--- src/smr_pkg.sv ---
// Package for the sleep mode and reset control block.
// Assumes one system clock; no register bus, all controls are ports.
package smr_pkg;
    localparam int PORT_W = 8;
    localparam int MODE_W = 3;
    // Sleep mode select codes
    localparam logic [2:0] SEL_IDLE = 3'h0;
    localparam logic [2:0] SEL_NOISE = 3'h1;
    localparam logic [2:0] SEL_PDOWN = 3'h2;
    localparam logic [2:0] SEL_PSAVE = 3'h3;
    localparam logic [2:0] SEL_STBY = 3'h6;
    localparam logic [2:0] SEL_XSTBY = 3'h7;
    // Minimum external reset pulse, in ns, and its cycle count
    localparam int RST_MIN_NS = 2500;
    localparam int CLK_NS = 40;
    localparam int RST_MIN_CYC = (RST_MIN_NS + CLK_NS - 1) / CLK_NS;
    localparam int RST_CNT_W = 7;
    // Clock enable vector bit positions
    localparam int EN_CPU = 0;
    localparam int EN_SRAM = 1;
    localparam int EN_TMR = 2;
    localparam int EN_SER = 3;
    localparam int EN_IRQ = 4;
    localparam int EN_ATMR = 5;
    localparam int EN_ADC = 6;
    localparam int EN_OSC = 7;
    localparam int EN_W = 8;
    localparam logic [7:0] EN_ALL = 8'hff;
    localparam logic [7:0] EN_NONE = 8'h00;
    typedef enum logic [2:0] {
        ST_RUN = 3'b001,
        ST_SLEEP = 3'b010,
        ST_WAKE = 3'b100
    } smr_state_t;
endpackage : smr_pkg

--- src/smr_port.sv ---
// One 8-bit bidirectional port with per-bit pull-ups.
// Assumes reset force arrives asynchronously and is gated combinationally.
`timescale 1ns/1ns
module smr_port (
    input wire logic clk,
    input wire logic rst,
    input wire logic ce,
    input wire logic force_hiz,
    input wire logic wr_en,
    input wire logic [7:0] wr_out,
    input wire logic [7:0] wr_dir,
    input wire logic [7:0] wr_pull,
    input wire logic [7:0] pin_in,
    output logic [7:0] pin_out,
    output logic [7:0] pin_oe,
    output logic [7:0] pin_pu,
    output logic [7:0] rd_pin
);
    logic [7:0] out_reg;
    logic [7:0] dir_reg;
    logic [7:0] pull_reg;

    always_ff @(posedge clk or posedge rst) begin
        if (rst) begin
            out_reg <= 8'h00;
            dir_reg <= 8'h00;
            pull_reg <= 8'h00;
        end else if (ce && wr_en) begin
            out_reg <= wr_out;
            dir_reg <= wr_dir;
            pull_reg <= wr_pull;
        end
    end

    always_ff @(posedge clk or posedge rst) begin
        if (rst) begin
            rd_pin <= 8'h00;
        end else if (ce) begin
            rd_pin <= pin_in;
        end
    end

    // Tri-state without any clock while reset stands
    assign pin_oe = force_hiz ? 8'h00 : dir_reg; // RULE_09
    assign pin_out = force_hiz ? 8'h00 : out_reg;
    // Pull-up only on input bits
    assign pin_pu = force_hiz ? 8'h00 : (pull_reg & ~dir_reg); // RULE_10
endmodule : smr_port

--- src/smr_rstfilt.sv ---
// External reset pulse qualifier.
// Assumes the active-low reset pin is synchronous to the system clock.
`timescale 1ns/1ns
module smr_rstfilt (
    input wire logic clk,
    input wire logic rst,
    input wire logic ce,
    input wire logic ext_rst_n,
    output logic ext_rst_hold
);
    logic [smr_pkg::RST_CNT_W-1:0] cnt_reg;

    // Held low long enough asserts a reset that lasts while pin is low
    always_ff @(posedge clk or posedge rst) begin
        if (rst) begin
            cnt_reg <= '0;
        end else if (ce) begin
            if (ext_rst_n) begin
                cnt_reg <= '0;
            end else if (cnt_reg !=
                    smr_pkg::RST_CNT_W'(smr_pkg::RST_MIN_CYC)) begin
                cnt_reg <= cnt_reg + 1'b1; // RULE_08
            end
        end
    end

    assign ext_rst_hold = !ext_rst_n && (cnt_reg ==
        smr_pkg::RST_CNT_W'(smr_pkg::RST_MIN_CYC)); // RULE_08
endmodule : smr_rstfilt

--- src/smr_top.sv ---
// Sleep mode and reset control: six sleep modes gate the domain clocks,
// external reset qualification, and four 8-bit ports that float in reset.
// Assumes SYS_RST is the power-on reset and pins are synchronous.
// Overview of operation
// RULE_01: Software picks one of six sleep modes through a mode select.
// RULE_02: Idle stops the processor; SRAM, timers, serial and irq run.
// RULE_03: Power-down stops the oscillator and all else until irq or reset; the code keeps irq running.
// RULE_04: Power-save is power-down with the asynchronous timer running.
// RULE_05: Noise reduction runs only the asynchronous timer and the ADC; the code also keeps the oscillator and irq running.
// RULE_06: Standby keeps only the main oscillator running; the code also keeps irq running.
// RULE_07: Extended standby keeps main oscillator and async timer running.
// RULE_08: An external reset held low past the minimum width resets all; the code keeps the port registers.
// RULE_09: Reset floats every pin of the four ports without a clock.
// RULE_10: Each port is 8-bit bidirectional with per-bit pull-ups.
// RULE_11: Sleep starts only on the sleep operation; irq or reset wakes.
`timescale 1ns/1ns
module smr_top (
    input wire logic CLK_SYS,
    input wire logic SYS_RST,
    input wire logic CLK_EN,
    input wire logic EXT_RST_N,
    input wire logic SLEEP_EN,
    input wire logic [2:0] SLEEP_MODE,
    input wire logic SLEEP_CMD,
    input wire logic WAKE_IRQ,
    input wire logic [3:0] PORT_WR,
    input wire logic [31:0] PORT_OUT_DATA,
    input wire logic [31:0] PORT_DIR_DATA,
    input wire logic [31:0] PORT_PULL_DATA,
    input wire logic [7:0] FIRST_PORT_PINS_IN,
    output logic [7:0] FIRST_PORT_PINS_OUT,
    output logic [7:0] FIRST_PORT_PINS_OE,
    output logic [7:0] FIRST_PORT_PINS_PU,
    input wire logic [7:0] SECOND_PORT_PINS_IN,
    output logic [7:0] SECOND_PORT_PINS_OUT,
    output logic [7:0] SECOND_PORT_PINS_OE,
    output logic [7:0] SECOND_PORT_PINS_PU,
    input wire logic [7:0] THIRD_PORT_PINS_IN,
    output logic [7:0] THIRD_PORT_PINS_OUT,
    output logic [7:0] THIRD_PORT_PINS_OE,
    output logic [7:0] THIRD_PORT_PINS_PU,
    input wire logic [7:0] FOURTH_PORT_PINS_IN,
    output logic [7:0] FOURTH_PORT_PINS_OUT,
    output logic [7:0] FOURTH_PORT_PINS_OE,
    output logic [7:0] FOURTH_PORT_PINS_PU,
    output logic [31:0] PORT_PIN_DATA,
    output logic [7:0] DOMAIN_EN,
    output logic SLEEPING,
    output logic MODE_BAD,
    output logic RESET_OUT
);
    smr_pkg::smr_state_t state_reg;
    smr_pkg::smr_state_t state_next;
    logic [2:0] mode_reg;
    logic [7:0] en_reg;
    logic [7:0] en_next;
    logic ext_hold;
    logic chip_rst;
    logic [7:0] pins_in [4];
    logic [7:0] pins_out [4];
    logic [7:0] pins_oe [4];
    logic [7:0] pins_pu [4];
    logic [7:0] pins_rd [4];

    // Domains kept running for each sleep mode
    function automatic logic [7:0] mode_enables(input logic [2:0] m);
        logic [7:0] e;
        e = smr_pkg::EN_NONE;
        unique case (m)
            smr_pkg::SEL_IDLE: begin
                e = smr_pkg::EN_ALL; // RULE_02
                e[smr_pkg::EN_CPU] = 1'b0;
                e[smr_pkg::EN_ADC] = 1'b0;
            end
            smr_pkg::SEL_NOISE: begin
                e[smr_pkg::EN_ATMR] = 1'b1; // RULE_05
                e[smr_pkg::EN_ADC] = 1'b1;
                e[smr_pkg::EN_OSC] = 1'b1;
                e[smr_pkg::EN_IRQ] = 1'b1;
            end
            smr_pkg::SEL_PDOWN: begin
                e[smr_pkg::EN_IRQ] = 1'b1; // RULE_03
            end
            smr_pkg::SEL_PSAVE: begin
                e[smr_pkg::EN_IRQ] = 1'b1; // RULE_04
                e[smr_pkg::EN_ATMR] = 1'b1;
            end
            smr_pkg::SEL_STBY: begin
                e[smr_pkg::EN_IRQ] = 1'b1; // RULE_06
                e[smr_pkg::EN_OSC] = 1'b1;
            end
            smr_pkg::SEL_XSTBY: begin
                e[smr_pkg::EN_IRQ] = 1'b1; // RULE_07
                e[smr_pkg::EN_OSC] = 1'b1;
                e[smr_pkg::EN_ATMR] = 1'b1;
            end
            default: begin
                e = smr_pkg::EN_ALL;
            end
        endcase
        return e;
    endfunction : mode_enables

    function automatic logic mode_legal(input logic [2:0] m);
        return (m == smr_pkg::SEL_IDLE) || (m == smr_pkg::SEL_NOISE) ||
            (m == smr_pkg::SEL_PDOWN) || (m == smr_pkg::SEL_PSAVE) ||
            (m == smr_pkg::SEL_STBY) || (m == smr_pkg::SEL_XSTBY);
    endfunction : mode_legal

    smr_rstfilt u_rstfilt (
        .clk(CLK_SYS),
        .rst(SYS_RST),
        .ce(CLK_EN),
        .ext_rst_n(EXT_RST_N),
        .ext_rst_hold(ext_hold)
    );

    assign chip_rst = SYS_RST | ext_hold; // RULE_08
    assign RESET_OUT = chip_rst;

    // Sleep sequencing
    always_comb begin
        state_next = state_reg;
        unique case (state_reg)
            smr_pkg::ST_RUN: begin
                if (SLEEP_CMD && SLEEP_EN && mode_legal(SLEEP_MODE)) begin
                    state_next = smr_pkg::ST_SLEEP; // RULE_11
                end
            end
            smr_pkg::ST_SLEEP: begin
                if (WAKE_IRQ) begin
                    state_next = smr_pkg::ST_WAKE; // RULE_11
                end
            end
            smr_pkg::ST_WAKE: begin
                state_next = smr_pkg::ST_RUN;
            end
            default: begin
                state_next = smr_pkg::ST_RUN;
            end
        endcase
    end

    always_ff @(posedge CLK_SYS or posedge SYS_RST) begin
        if (SYS_RST) begin
            state_reg <= smr_pkg::ST_RUN;
        end else if (CLK_EN) begin
            if (ext_hold) begin
                state_reg <= smr_pkg::ST_RUN; // RULE_03
            end else begin
                state_reg <= state_next;
            end
        end
    end

    // Mode latched when sleep is entered
    always_ff @(posedge CLK_SYS or posedge SYS_RST) begin
        if (SYS_RST) begin
            mode_reg <= smr_pkg::SEL_IDLE;
        end else if (CLK_EN && state_reg == smr_pkg::ST_RUN) begin
            mode_reg <= SLEEP_MODE; // RULE_01
        end
    end

    always_comb begin
        if (state_next == smr_pkg::ST_SLEEP && !ext_hold) begin
            en_next = mode_enables(state_reg == smr_pkg::ST_SLEEP ?
                mode_reg : SLEEP_MODE);
        end else begin
            en_next = smr_pkg::EN_ALL;
        end
    end

    always_ff @(posedge CLK_SYS or posedge SYS_RST) begin
        if (SYS_RST) begin
            en_reg <= smr_pkg::EN_ALL;
        end else if (CLK_EN) begin
            en_reg <= en_next; // RULE_01
        end
    end

    always_ff @(posedge CLK_SYS or posedge SYS_RST) begin
        if (SYS_RST) begin
            MODE_BAD <= 1'b0;
        end else if (CLK_EN) begin
            MODE_BAD <= SLEEP_CMD && SLEEP_EN && !mode_legal(SLEEP_MODE);
        end
    end

    assign DOMAIN_EN = en_reg;
    assign SLEEPING = (state_reg == smr_pkg::ST_SLEEP);

    assign pins_in[0] = FIRST_PORT_PINS_IN;
    assign pins_in[1] = SECOND_PORT_PINS_IN;
    assign pins_in[2] = THIRD_PORT_PINS_IN;
    assign pins_in[3] = FOURTH_PORT_PINS_IN;

    for (genvar i = 0; i < 4; i++) begin : g_port
        smr_port u_port (
            .clk(CLK_SYS),
            .rst(SYS_RST),
            .ce(CLK_EN),
            .force_hiz(chip_rst), // RULE_09
            .wr_en(PORT_WR[i] && !ext_hold),
            .wr_out(PORT_OUT_DATA[i*8 +: 8]),
            .wr_dir(PORT_DIR_DATA[i*8 +: 8]),
            .wr_pull(PORT_PULL_DATA[i*8 +: 8]),
            .pin_in(pins_in[i]),
            .pin_out(pins_out[i]),
            .pin_oe(pins_oe[i]),
            .pin_pu(pins_pu[i]),
            .rd_pin(pins_rd[i])
        );
        assign PORT_PIN_DATA[i*8 +: 8] = pins_rd[i]; // RULE_10
    end

    assign FIRST_PORT_PINS_OUT = pins_out[0];
    assign FIRST_PORT_PINS_OE = pins_oe[0];
    assign FIRST_PORT_PINS_PU = pins_pu[0];
    assign SECOND_PORT_PINS_OUT = pins_out[1];
    assign SECOND_PORT_PINS_OE = pins_oe[1];
    assign SECOND_PORT_PINS_PU = pins_pu[1];
    assign THIRD_PORT_PINS_OUT = pins_out[2];
    assign THIRD_PORT_PINS_OE = pins_oe[2];
    assign THIRD_PORT_PINS_PU = pins_pu[2];
    assign FOURTH_PORT_PINS_OUT = pins_out[3];
    assign FOURTH_PORT_PINS_OE = pins_oe[3];
    assign FOURTH_PORT_PINS_PU = pins_pu[3];
endmodule : smr_top

--- config.mk ---
export PLATFORM = sky130hd
export DESIGN_NAME = smr_top
export DESIGN_NICKNAME = d
export VERILOG_FILES = /design/src/smr_pkg.sv /design/src/smr_port.sv /design/src/smr_rstfilt.sv /design/src/smr_top.sv
export SDC_FILE = /design/constraint.sdc
export NUM_CORES = 1
export LEC_CHECK = 0
export BUFFER_PORTS_ARGS = -buffer_cell sky130_fd_sc_hd__buf_2
export CAP_MARGIN = 15
export CORE_MARGIN = 2
export CORE_UTILIZATION = 45
export CTS_CLUSTER_DIAMETER = 200
export DETAILED_ROUTE_END_ITERATION = 7
export GPL_ROUTABILITY_DRIVEN = 0
export MAX_ROUTING_LAYER = met4
export PLACE_DENSITY_LB_ADDON = 0.08
export SYNTH_ARGS = -nofsm -noshare
export SYNTH_HDL_FRONTEND = slang
export SYNTH_SLANG_ARGS = --single-unit
--- constraint.sdc ---
create_clock -name CLK_SYS -period 9.9 [get_ports CLK_SYS]
set_input_delay 1.98 -clock CLK_SYS [delete_from_list [all_inputs] [get_ports CLK_SYS]]
set_output_delay 1.98 -clock CLK_SYS [all_outputs]
set_load 0.03 [all_outputs]
==> results of run 1 <==
[cells in the mapped netlist, types with 2 or more instances]
| cell | instances |
|---|---|
| mux2_2 | 49 |
| o22a_1 | 3 |
| inv_1 | 9 |
| clkbuf_1 | 17 |
| nor3_1 | 3 |
| dfstp_2 | 6 |
| buf_1 | 2 |
| buf_12 | 8 |
| nand3_1 | 2 |
| o21a_1 | 3 |
| nor2_1 | 5 |
| o21ai_0 | 12 |
| buf_4 | 3 |
| mux2_4 | 80 |
| nand2_1 | 7 |
| o32a_1 | 2 |
| o31ai_1 | 2 |
| dfrtp_1 | 141 |
| nand4_1 | 3 |
| a31oi_1 | 4 |
| and3_1 | 65 |
| nor3b_1 | 36 |
| nand2b_1 | 3 |
| and2_1 | 2 |
| nor2b_1 | 3 |
| a21oi_1 | 2 |
| buf_2 | 4 |
| nand2_8 | 4 |
[report_power, final]
part / internal [mW] / switching (mW) / leakage, nW
Combinational: 0.174 / 0.210 / 2.66
Clock: 0.417 / 0.254 / 0.298
Sequential: 0.680 / 0.0494 / 1.74
Total: 1.27 / 0.514 / 4.69
[layout make-up]
class,count,area (um2),area share
repair buffers,283,1430,0.160
well taps,188,235,0.0264
inverters,9,38.8,0.00435
clock inverters,12,154,0.0173
multi-input cells,300,2910,0.326
flip-flops and latches,147,3690,0.413
clock buffers,20,467,0.0523
diodes,1,2.50,0.000281
[worst min path at each step]
stage                                   endpoint                         start  slack (ns)
finish                g_port[1].u_port.rd_pin[2]    g_port[1].u_port.rd_pin[2]        0.50
global route         g_port[1].u_port.out_reg[5]   g_port[1].u_port.out_reg[5]        0.51
CTS                  g_port[2].u_port.out_reg[7]   g_port[2].u_port.out_reg[7]        0.50
detailed placement   g_port[2].u_port.out_reg[7]   g_port[2].u_port.out_reg[7]        0.49
global placement     g_port[1].u_port.out_reg[7]   g_port[1].u_port.out_reg[7]        0.48
floorplan           g_port[0].u_port.pull_reg[6]  g_port[0].u_port.pull_reg[6]        0.47
[routing by layer]
| layer | GRT usage | up-vias |
|---|---|---|
| met2 | 0.336 | 186 |
| met1 | 0.270 | 2427 |
| met5 | - | - |
| met3 | 0.0530 | 21 |
| li1 | - | 2297 |
| met4 | 0.0711 | 0 |
[logic make-up after synthesis]
group,count (synthesis),synth area share
and+or+nand+nor,137,0.134
DFF,147,0.533
other,1,0.000542
AOI/OAI and AO/OA,32,0.0310
buffers and inverters,44,0.0462
adders and majority gates,1,0.00181
muxes,129,0.254
[metrics by stage]
stage	util	cell area [um2]
6_report	0.591	8920
5_1_grt	0.591	8920
3_5_place_dp	0.550	8290
2_1_floorplan	-	6910
3_3_place_gp	0.550	8290
4_1_cts	0.591	8910
[worst max-delay path: stages]
cell,delay (ns)
buf_2,0.15
or3b_1,0.15
or2_2,0.85
nand2_1,0.70
buf_4,0.42
nor3b_1,0.28
buf_2,0.25
==> flow_summary.toml, run 1 <==
[yosys]
postSynthNetCount = 634
synth_area_leaders = "dfrtp_1 (51%), mux2_4 (17%), mux2_2 (8.0%)"
async_flop_share = 1.00
synth_flop_cell = "dfrtp_1"
synth_cells = 491
ys_seq_elements = 147
synth.distinct_cells = 39
yosysSeqAreaShare = 0.533
yosysTopAreaCell = "dfrtp_1"
synthesis.area_um2 = 6910
synth-edff-count = 0
synth_top_area_share = 0.510
avgSynthCellArea_um2 = 14.1
ys.warnings.count = 0

[timing]
worst_slew_pin_slew_ns = 1.10
finalSetupViolCount = 0
maxSlewHeadroom = 0.266
min_period_ns = 6.80
setup_slack_ns = 3.10
setup_tns_ns = 0
grt_setup_unrepaired = "no"
fmax_mhz = 147
whs_ns = 0.501
timing.final.crit_share = 0.687
report.final.hold_viol_count = 0
maxSlewViolCount = 0
finClkSkew_ns = 0.00957

[die]
io_pins = 281
start_util = 0.458
die_area_um2 = 16400
fp-row-count = 45
coreArea_um2 = 15100
die_y_um = 128
die_width_um = 128

[clock_tree]
clkTransAtPathRegs_ns = 0.06
cts_setup_buffers = 0
htreeDepth = 4
cts-resized-gates = 0
cts-root-buf = "clkbuf_16"
clkLatencyLatePin_ns = 0.41
tritoncts = "done"
cts.sinks = 147
cts_hold_buf = 0
clockBufferDepth = 2
cts_buffers = 17

[detailed_routing]
routed_wirelength_um = 16600
met1_length_um = 7200
ant_nets = 0
via_per_inst = 5.14
firstDrtPassIters = 6
routed-wl-met3_um = 998
drt-wirelength-per-cell_um = 17.3
top_layer = "met4"
drc = 0
vias = 4931
first_iter_violations = 211
wl_met2_um = 8100

[final_layout]
fillers = 1300
final_cell_mix = "buf_2 (279), dfrtp_1 (141), mux2_4 (80)"
syn_to_final_growth_pct = 29.0
layout.nets = 901
fin_cells = 960
final_common_cell = "buf_2"
final_layout_size_suffix_gt1_frac = 0.593

[global_routing]
antenna_found_initial = 1
grt.overflow.total = 0
grt_pass1_wl_um = 26400
grt_pass1_vias = 5038
grt_max_degree = 94
grt.total_usage = 0.213

[worst_hold_path]
hold_path.class = "reg -> reg"
hold_depth = 1

[worst_setup_path]
crit_path_max_fanout = 67
start_kind = "input pin"
r2r_end = "g_port[1].u_port.pull_reg[4]"
r2r_start = "u_rstfilt.cnt_reg[0]"
cp-end-kind = "output port"
crit_start = "EXT_RST_N"
arrival_ns = 4.82
worstPathRequired_ns = 7.92
rrSetupSlack_ns = 7.42
cp-endpoint = "THIRD_PORT_PINS_PU[4]"
critPathKind = "in -> out"
r2r_cells = 5

[place]
pre_cts_ws_ns = 3.09
dp_cells = 927
io_buffers = 279
hpwlAfterDp_um = 11600

[status]
status = "completed"

[power_and_ir_drop]
ir_drop_uv = 130
design_power_total_mw = 1.78
p_leak_nw = 4.69
pwr_density_cell_nw_per_um2 = 200

[job]
max-cap-violations = 0
Power figures use the tool's default switching activity.
==> inputs of run 2 (changes only) <==
Clock period 9.9 ns to 6.46 ns, I/O delays scaled along.
==> flow_summary.toml, run 2 (synthesis results as in run 1) <==
[status]
status = "completed"

[die]
io_pins = 281
die_y_um = 128
die_width_um = 128
fp-row-count = 45
die_area_um2 = 16400
start_util = 0.458
coreArea_um2 = 15100

[power_and_ir_drop]
design_power_total_mw = 2.70
pwr_density_cell_nw_per_um2 = 304
ir_drop_uv = 166
p_leak_nw = 4.67

[worst_setup_path]
cp-end-kind = "output port"
start_kind = "input pin"
crit_path_max_fanout = 67
arrival_ns = 3.56
r2r_start = "u_rstfilt.cnt_reg[0]"
worstPathRequired_ns = 5.17
r2r_end = "g_port[1].u_port.dir_reg[2]"
rrSetupSlack_ns = 4.02
r2r_cells = 5
critPathKind = "in -> out"

[timing]
maxSlewHeadroom = 0.259
finalSetupViolCount = 0
whs_ns = 0.499
min_period_ns = 4.85
fmax_mhz = 206
setup_tns_ns = 0
report.final.hold_viol_count = 0
worst_slew_pin_slew_ns = 1.11
timing.final.crit_share = 0.751
maxSlewViolCount = 0
grt_setup_unrepaired = "no"
finClkSkew_ns = 0.00680

[global_routing]
antenna_found_initial = 2
grt.total_usage = 0.209
grt_max_degree = 112
grt_pass1_wl_um = 25800
grt_pass1_vias = 5049
grt.overflow.total = 0

[final_layout]
syn_to_final_growth_pct = 28.9
final_common_cell = "buf_2"
layout.nets = 900
final_cell_mix = "buf_2 (279), dfrtp_1 (141), mux2_4 (80)"
fin_cells = 960
final_layout_size_suffix_gt1_frac = 0.591
fillers = 1278
fin_util = 0.590

[clock_tree]
cts_buffers = 17
cts-resized-gates = 0
clkTransAtPathRegs_ns = 0.06
tritoncts = "done"
htreeDepth = 4
cts_hold_buf = 0
clkLatencyLatePin_ns = 0.42
cts_setup_buffers = 0
cts-root-buf = "clkbuf_16"
cts.sinks = 147
clockBufferDepth = 2

[detailed_routing]
first_iter_violations = 239
firstDrtPassIters = 4
routed_wirelength_um = 16400
drc = 0
drt-wirelength-per-cell_um = 17.1
vias = 4901
ant_nets = 0
via_per_inst = 5.11

[worst_hold_path]
hold_depth = 1
hold_path.class = "reg -> reg"
hold_end = "g_port[0].u_port.pull_reg[7]"
hold_start = "g_port[0].u_port.pull_reg[7]"

[place]
hpwlAfterDp_um = 11400
dp_cells = 926
io_buffers = 279

[job]
max-cap-violations = 0
==> run 2: cell types whose count changed in the layout (fill, tap and decap cells not counted), sizes merged <==
cell / change
diode: +1
buf: -1
clkinvlp: +2
inv: -1
clkbuf: -1
==> run 2: final cells by class <==
cell class,count,area [um2],share of cell area
diodes,2,5.00,0.000562
multi-input cells,300,2910,0.326
inverters,9,38.8,0.00435
clock inverters,13,160,0.0180
clock buffers,19,443,0.0497
repair buffers,282,1430,0.161
well taps,188,235,0.0264
flip-flops and latches,147,3690,0.414
==> run 2: layer usage <==
layer  wire (um)  GRT usage  up-vias
met5           0          -        -
met4         444     0.0873        0
met1        7070      0.256     2390
met2        7830      0.328      191
li1            -          -     2288
met3        1040     0.0572       32
==> run 2: power breakdown <==
| part | switching, mW | internal, mW | leakage (nW) | total (mW) |
|---|---|---|---|---|
| clock network | 0.383 | 0.616 | 0.281 | 0.999 |
| registers | 0.0750 | 1.04 | 1.74 | 1.12 |
| logic | 0.321 | 0.267 | 2.66 | 0.587 |
| total | 0.779 | 1.92 | 4.67 | 2.70 |
==> run 2: critical path: stages <==
cell	delay (ns)
buf_2	0.14
or3b_1	0.40
or2_2	0.70
nand2_1	0.28
buf_4	0.41
nor3b_1	0.11
buf_2	0.19
==> run 2: worst max-delay path by stage <==
stage               cells past startpoint  startpoint                      to
global placement                        7   EXT_RST_N  SECOND_PORT_PINS_PU[0]
global route                            7   EXT_RST_N  SECOND_PORT_PINS_PU[1]
detailed placement                      7   EXT_RST_N   THIRD_PORT_PINS_PU[1]
floorplan                               3     SYS_RST  SECOND_PORT_PINS_OE[0]
CTS                                     7   EXT_RST_N   THIRD_PORT_PINS_PU[1]
finish                                  7   EXT_RST_N  SECOND_PORT_PINS_PU[1]
==> run 2: metrics by stage <==
stage / setup WS (ns) / area, um2
4_1_cts: 1.61 / 8900
2_1_floorplan: 1.15 / 6910
6_report: 1.61 / 8910
3_3_place_gp: 1.70 / 8300
5_1_grt: 1.37 / 8910
3_5_place_dp: 1.61 / 8300
